<file path="config.mk">
export PLATFORM = sky130hd
export DESIGN_NAME = sclkg_top
export DESIGN_NICKNAME = d
export VERILOG_FILES = /design/src/hdl/sclkg_pkg.sv /design/src/hdl/sclkg_top.sv
export SDC_FILE = /design/constraint.sdc
export NUM_CORES = 1
export LEC_CHECK = 0
export BUFFER_PORTS_ARGS = -buffer_cell sky130_fd_sc_hd__clkbuf_2
export CORE_MARGIN = 8
export CORE_UTILIZATION = 45
export DETAILED_ROUTE_END_ITERATION = 16
export HOLD_SLACK_MARGIN = 0.12
export PLACE_DENSITY = 0.66
export SYNTH_ARGS = -nofsm -noshare
export SYNTH_HDL_FRONTEND = slang
export SYNTH_SLANG_ARGS = --single-unit
</file>
<file path="constraint.sdc">
create_clock -name CLK -period 2.23 [get_ports CLK]
set_input_delay 0 -clock CLK [delete_from_list [all_inputs] [get_ports CLK]]
set_output_delay 0 -clock CLK [all_outputs]
set_load 0.01 [all_outputs]
</file>
<file path="src/hdl/sclkg_pkg.sv">
// constants for the system clock generator block
package sclkg_pkg;
    // register addresses
    localparam logic [15:0] GEN_CTRL_ADDR  = 16'h00BE;
    localparam logic [15:0] OSC_TRIM_ADDR  = 16'h4002;
    // control register field positions
    localparam int DIV_LSB      = 0;
    localparam int DIV_MSB      = 2;
    localparam int HOLD_BIT     = 3;
    localparam int TICKCLR_BIT  = 4;
    localparam int BATT_BIT     = 5;
    localparam int RSVD_BIT     = 6;
    localparam int PDOWN_BIT    = 7;
    // reset values
    localparam logic [2:0] DIV_RESET  = 3'h0;
    localparam logic [7:0] TRIM_RESET = 8'hFF;
    // timing
    localparam int REF_MHZ      = 24;
    localparam int TICK_NS      = 5120;
    localparam int CLK_NS       = 20;
    localparam int TICK_CYCLES  = TICK_NS / CLK_NS;
endpackage

</file>
<file path="src/hdl/sclkg_top.sv">
// system clock generator: divider, trim, general control register
`timescale 1ns/1ps
module sclkg_top (
    // clock and reset (CLK is taken as the 20 ns clock of CLK_NS)
    input  wire logic       CLK,
    input  wire logic       RESETN,
    // register port
    input  wire logic [15:0] ADDR,
    input  wire logic       WR_EN,
    input  wire logic       RD_EN,
    input  wire logic [7:0] WDATA,
    output logic      [7:0] RDATA,
    // power-up cause from the power-on reset logic
    input  wire logic       BATT_POWERUP,
    // gpio pins and their frozen copy
    input  wire logic [7:0] GPIO_IN,
    output logic      [7:0] GPIO_HELD,
    output logic            BUTTON_EVENT,
    // clock and power outputs
    output logic            SYS_CLK_EN,
    output logic            CHIP_POWER_DOWN,
    output logic            WAKE_REQ,
    output logic      [7:0] OSC_FREQ_TRIM,
    output logic            TICK_PULSE,
    output logic     [31:0] TICK_COUNT
);
    // whole state in one struct
    typedef struct packed {
        logic [2:0]  div_sel;     // divider code
        logic        hold;        // gpio hold
        logic        pdown;       // shutdown request
        logic        batt;        // battery insert flag
        logic        batt_done;   // flag captured after release
        logic [7:0]  trim;        // oscillator trim
        logic [6:0]  div_cnt;     // divider counter
        logic [2:0]  div_act;     // code actually in use
        logic        clk_en;      // divided clock enable
        logic [7:0]  tick_div;    // tick prescaler
        logic [31:0] tick_cnt;    // tick counter
        logic        tick_p;      // tick pulse
        logic [7:0]  gpio_s1;     // synchroniser stage one
        logic [7:0]  gpio_s2;     // synchroniser stage two
        logic [7:0]  gpio_prev;   // previous synced value
        logic [7:0]  gpio_held;   // frozen gpio output
        logic        btn;         // button event
        logic        btn_pend;    // deferred button
        logic        wake;        // wake request
        logic [7:0]  rdata;       // read data
    } sclkg_state_t;

    sclkg_state_t s_q;  // registered state
    sclkg_state_t s_d;  // next state

    logic wr_ctrl;  // control write strobe
    logic wr_trim;  // trim write strobe
    logic [7:0] fall; // falling edges on gpio
    assign wr_ctrl = WR_EN && (ADDR == sclkg_pkg::GEN_CTRL_ADDR);
    assign wr_trim = WR_EN && (ADDR == sclkg_pkg::OSC_TRIM_ADDR);
    assign fall    = s_q.gpio_prev & ~s_q.gpio_s2;

    // divisor minus one for a code, used by counter and checks
    // divisor two to the code
    function automatic logic [6:0] div_last(input logic [2:0] code);
        div_last = 7'((8'h01 << code) - 8'h01);
    endfunction

    // next-state logic
    always_comb begin
        s_d = s_q;
        // pins are asynchronous: two flops stand before any gpio logic
        s_d.gpio_s1   = GPIO_IN;
        s_d.gpio_s2   = s_q.gpio_s1;
        s_d.gpio_prev = s_q.gpio_s2;
        s_d.btn       = 1'b0;
        s_d.tick_p    = 1'b0;
        if (wr_ctrl) begin
            s_d.pdown   = WDATA[sclkg_pkg::PDOWN_BIT];
            s_d.hold    = WDATA[sclkg_pkg::HOLD_BIT];
            s_d.div_sel = WDATA[sclkg_pkg::DIV_MSB:sclkg_pkg::DIV_LSB];
        end
        if (wr_trim) begin
            s_d.trim = WDATA;
        end
        // new code taken only at period end, no runt pulse
        if (s_q.div_cnt >= div_last(s_q.div_act)) begin
            s_d.div_cnt = 7'h00;
            s_d.clk_en  = 1'b1;
            s_d.div_act = s_q.div_sel;
        end else begin
            s_d.div_cnt = s_q.div_cnt + 7'h01;
            s_d.clk_en  = 1'b0;
        end
        // flag caught once after reset release
        if (!s_q.batt_done) begin
            s_d.batt      = BATT_POWERUP;
            s_d.batt_done = 1'b1;
        end
        // tick prescaler, 5.12 us period
        if (s_q.tick_div == 8'(sclkg_pkg::TICK_CYCLES - 1)) begin
            s_d.tick_div = 8'h00;
            s_d.tick_cnt = s_q.tick_cnt + 32'h1;
            s_d.tick_p   = 1'b1;
        end else begin
            s_d.tick_div = s_q.tick_div + 8'h01;
        end
        if (wr_ctrl && WDATA[sclkg_pkg::TICKCLR_BIT]) begin
            s_d.tick_div = 8'h00;
            s_d.tick_cnt = 32'h0;
        end
        if (!s_q.hold) begin
            s_d.gpio_held = s_q.gpio_s2;
        end
        if (|fall) begin
            if (s_q.hold && !s_q.pdown) begin
                s_d.btn_pend = 1'b1;
            end else if (!s_q.pdown) begin
                s_d.btn = 1'b1;
            end
        end else if (s_q.btn_pend && !s_q.hold) begin
            s_d.btn      = 1'b1;
            s_d.btn_pend = 1'b0;
        end
        // falling edge while down wakes chip
        if (s_q.pdown && ((|fall) || s_q.btn_pend)) begin
            s_d.wake = 1'b1;
        end
        // reserved bit reads zero
        // the write-only clear bit reads back zero too, unmapped reads give zero
        s_d.rdata = 8'h00;
        if (RD_EN && ADDR == sclkg_pkg::GEN_CTRL_ADDR) begin
            s_d.rdata = {s_q.pdown, 1'b0, s_q.batt, 1'b0, s_q.hold, s_q.div_sel};
        end else if (RD_EN && ADDR == sclkg_pkg::OSC_TRIM_ADDR) begin
            s_d.rdata = s_q.trim;
        end
    end

    // state register; wake is cleared only by the power-on reset it causes
    always_ff @(posedge CLK) begin
        if (!RESETN) begin
            s_q           <= '0;
            s_q.div_sel   <= sclkg_pkg::DIV_RESET;
            s_q.div_act   <= sclkg_pkg::DIV_RESET;
            s_q.trim      <= sclkg_pkg::TRIM_RESET;
        end else begin
            s_q <= s_d;
        end
    end

    assign SYS_CLK_EN      = s_q.clk_en;
    assign CHIP_POWER_DOWN = s_q.pdown;
    assign WAKE_REQ        = s_q.wake;
    assign OSC_FREQ_TRIM   = s_q.trim;
    assign TICK_PULSE      = s_q.tick_p;
    assign TICK_COUNT      = s_q.tick_cnt;
    assign GPIO_HELD       = s_q.gpio_held;
    assign BUTTON_EVENT    = s_q.btn;
    assign RDATA           = s_q.rdata;

    divider_period_a: assert property (@(posedge CLK) disable iff (!RESETN)
        s_q.clk_en |=> (s_q.clk_en == ($past(s_q.div_act) == 3'h0)))
        else $error("divider enable spacing wrong");
    // counter never passes the divisor minus one of the code in use
    div_bound_a: assert property (@(posedge CLK) disable iff (!RESETN)
        s_q.div_cnt <= div_last(s_q.div_act))
        else $error("divider counter overran");
    div_reset_a: assert property (@(posedge CLK) disable iff (!RESETN)
        $rose(RESETN) |-> s_q.div_sel == 3'h0)
        else $error("divider not zero after reset");
    tick_clear_a: assert property (@(posedge CLK) disable iff (!RESETN)
        (wr_ctrl && WDATA[sclkg_pkg::TICKCLR_BIT]) |=> s_q.tick_cnt == 32'h0)
        else $error("tick counter not cleared");
    gpio_freeze_a: assert property (@(posedge CLK) disable iff (!RESETN)
        (s_q.hold && $past(s_q.hold)) |-> $stable(s_q.gpio_held))
        else $error("gpio changed during hold");
    // a press under hold gives no event yet
    btn_defer_a: assert property (@(posedge CLK) disable iff (!RESETN)
        (s_q.hold && (|fall)) |=> !s_q.btn)
        else $error("button event during hold");
    rsvd_zero_a: assert property (@(posedge CLK) disable iff (!RESETN)
        (RD_EN && ADDR == sclkg_pkg::GEN_CTRL_ADDR) |=> s_q.rdata[sclkg_pkg::RSVD_BIT] == 1'b0
            && s_q.rdata[sclkg_pkg::TICKCLR_BIT] == 1'b0)
        else $error("control read shows reserved or clear bit");
    pdown_write_a: assert property (@(posedge CLK) disable iff (!RESETN)
        wr_ctrl |=> s_q.pdown == $past(WDATA[sclkg_pkg::PDOWN_BIT]))
        else $error("power-down not written");
    // wake within one cycle of edge
    wake_edge_a: assert property (@(posedge CLK) disable iff (!RESETN)
        (s_q.pdown && |fall) |=> s_q.wake)
        else $error("no wake on falling edge");
    trim_write_a: assert property (@(posedge CLK) disable iff (!RESETN)
        wr_trim |=> s_q.trim == $past(WDATA))
        else $error("trim not written");
endmodule // sclkg_top

</file>
==> impl_metrics.py <==
metrics = {
    "synth": {
        "synth_seq_cells": 110,
        "syn_area_um2": 4740,
        "syn_inst": 515,
        "synth_cell_types": 40,
        "synth.net_count": 562,
        "yosysWarnings": 0,
        "seq_area_frac_synth_pct": 46.5,
        "avgSynthCellArea_um2": 9.20,
    },
    "routing": {
        "drcViolationCount": 0,
        "wl_um": 9810,
        "via_per_inst": 4.88,
        "routedWlPerCell_um": 13.6,
        "drtIter0Drc": 203,
        "dr.pass1.iters": 5,
        "ant_nets": 0,
        "num_vias": 3534,
    },
    "timing": {
        "setup_violations": 0,
        "timing.final.ws_setup_ps": 122,
        "clock_skew_ps": 11.5,
        "finalCriticalPeriod_ps": 2110,
        "slew_headroom_pct": 51.9,
        "worst-slew-pin-transition_ps": 721,
        "rsz0062_at_grt": "no",
        "timing.hold.ws_ps": 155,
        "maxSlewViolCount": 0,
        "fin_setup_tns_ps": 0,
        "hold_viol_final": 0,
        "finalCritPeriodShare_pct": 94.5,
        "max_freq_mhz": 474,
    },
    "power": {
        "p_leak_uw": 0.00224,
        "finalPower_uw": 3440,
        "p_per_area_nw_per_um2": 635,
        "peakVddDrop_uv": 447,
    },
    "clock_tree": {
        "root_buffer": "clkbuf_8",
        "insertion_delay_ps": 370,
        "clk_pin_slew_ps": 110,
        "holdBufCountCts": 24,
        "cts_made_buffers": 9,
        "max-clock-path-buffers": 2,
        "htreeDepth": 3,
        "post-cts-setup-buffer-count": 0,
        "cts.repair.resized": 0,
        "cts_tree": "yes",
        "clock-sinks": 110,
    },
    "setup_path": {
        "cp_max_fo": 10,
        "crit_path_cell_trace": "dlygate4sd3_1 > clkbuf_2 > or4b_1 > nor3_1 > and2_1 > nand3_1 > dlygate4sd3_1 > nand3_1",
        "r2r_start": "s_q[76]",
        "cpPeakStageDelay_ps": 570,
        "required_ps": 2550,
        "slowest_stage": "dlygate4sd3_1",
        "cp-end-kind": "flop",
        "reg2reg_depth": 6,
        "r2r_end": "TICK_COUNT[13]",
        "worst_ep_arrival_time_ps": 2420,
        "critPathKind": "in -> reg",
        "cp-start-kind": "primary input",
        "reg2reg_slack_ps": 300,
    },
    "status": {
        "run_status": "complete, no violations",
    },
    "die": {
        "fp.dieW_um": 119,
        "die_h_um": 119,
        "core_area_um2": 10300,
        "rows": 37,
        "die_area_um2": 14100,
        "start_util_pct": 46.1,
        "pin_count": 98,
    },
    "place": {
        "dpl.hpwl_um": 7070,
        "portBuffers": 97,
        "place_area_um2": 4960,
        "dp_slack_ps": 288,
        "place.gp.congestion": 0.792,
    },
    "hold_path": {
        "hold_end": "s_q[108]",
        "hp-start": "ADDR[12]",
        "worstHoldPathCells": 5,
        "hold_path.class": "in -> reg",
    },
    "final_layout": {
        "drive_gt1_share_pct": 22.1,
        "syn_to_final_growth_pct": 14.4,
        "multi_input_area_um2": 1980,
        "fin_area_um2": 5420,
        "nFillCells": 967,
        "final-seq-area_um2": 2200,
        "final_common_cell": "dfxtp_1",
        "nets": 630,
        "layout_common_cells": "dfxtp_1, clkbuf_2, nor2_1, nand3_1, nand2_1",
        "n_antenna_cell": 0,
    },
    "job": {
        "drv_cap": 0,
    },
    "global_routing": {
        "grt_pass1_wl_um": 16900,
        "grt_max_degree": 41,
        "antenna_found_initial": 0,
        "grt_overflow": 0,
        "track_usage_pct": 14.4,
        "grt_pass1_vias": 3633,
    },
}
[flip-flops by register name, summed over array words and instances, names as in the netlist]
| signal | count |
|---|---|
| GPIO_HELD | 8 |
| s_d | 16 |
| BUTTON_EVENT | 1 |
| TICK_COUNT | 32 |
| WAKE_REQ | 1 |
| RDATA | 8 |
| TICK_PULSE | 1 |
| s_q | 33 |
| OSC_FREQ_TRIM | 8 |
| SYS_CLK_EN | 1 |
| CHIP_POWER_DOWN | 1 |
[worst max path at each step]
stage	start	to	slack (ps)	cells after the start
final	ADDR[14]	OSC_FREQ_TRIM[5]	120	8
after CTS	ADDR[14]	OSC_FREQ_TRIM[5]	170	8
after global routing	ADDR[14]	OSC_FREQ_TRIM[5]	10	8
after detailed placement	s_q[76]	TICK_COUNT[13]	290	6
after floorplan	s_q[87]	s_q[85]	310	7
after global placement	s_q[76]	TICK_COUNT[13]	380	6
[layout make-up]
| class | instances | share of cell area (%) |
|---|---|---|
| Clock buffer | 10 | 2.54 |
| Clock inverter | 6 | 1.59 |
| Inverter | 15 | 1.04 |
| Multi-Input combinational cell | 319 | 36.5 |
| Sequential cell | 110 | 40.6 |
| Tap cell | 136 | 3.14 |
| Timing Repair Buffer | 128 | 14.6 |
[routing by layer]
layer,part of all wire (%),track usage (%),vias up
li1,-,-,1821
met2,49,23.6,83
met3,4.7,4.28,18
met5,0,0,-
met1,44,16.8,1612
met4,2.3,6.80,0
[stage by stage]
step / util (%) / std cells
2_1_floorplan: - / 515
5_1_grt: 52.8 / 724
3_3_place_gp: 48.3 / 684
3_5_place_dp: 48.3 / 684
6_report: 52.8 / 724
4_1_cts: 52.8 / 724
[critical path: cells and delay by family]
family / cells / cell delay (ps)
AND/OR/NAND/NOR: 5 / 1230
buffers and inverters: 3 / 1190
[cells in the mapped netlist]
cell       number  share of area, %
dfxtp_1       110                46
nor2_1         63               5.0
buf_4          62               9.8
nand3_1        38               4.0
nand2_1        32               2.5
and2_1         29               3.8
xor2_1         28               5.2
nand4_1        19               2.5
a21oi_1        17               1.8
inv_1          15               1.2
mux2i_1        12               2.5
xnor2_1        11               2.0
ha_1           10               2.6
nor3_1          8              0.84
o21ai_0         8              0.84
clkbuf_1        7              0.55
and3_1          6              0.79
a22o_1          4              0.74
o22ai_1         4              0.53
nor2b_1         3              0.40
nor4_1          3              0.40
or3_1           3              0.40
a22oi_1         2              0.32
nand3_2         2              0.42
nor3b_1         2              0.32
nor4_4          2              0.90
or4b_1          2              0.42
a2111oi_0       1              0.18
a21o_1          1              0.16
and3_4          1              0.24
and4_1          1              0.18
buf_1           1             0.079
buf_2           1              0.11
nand4_4         1              0.45
nor3_2          1              0.21
nor4_2          1              0.26
o211ai_1        1              0.16
o21ai_2         1              0.18
or4_1           1              0.16
or4_4           1              0.24
[power breakdown]
part / leakage (uW) / internal [uW] / switching, uW
Combinational: 0.00123 / 80.5 / 74.1
Sequential: 0.000893 / 1990 / 16.6
Clock: 0.000114 / 582 / 696
Total: 0.00224 / 2660 / 787
[kinds of logic (layout without fill, tap and decap cells)]
logic type / Yosys count / after routing / share of synthesized area [%]
buf+inv: 86 / 159 / 11.7
mux: 12 / 12 / 2.53
flops: 110 / 110 / 46.5
fa+ha+maj: 10 / 10 / 2.64
simple gates: 219 / 219 / 24.5
compound gates: 39 / 39 / 4.91
xor+xnor: 39 / 39 / 7.21
Note: power is estimated with default switching activity, not from simulation.
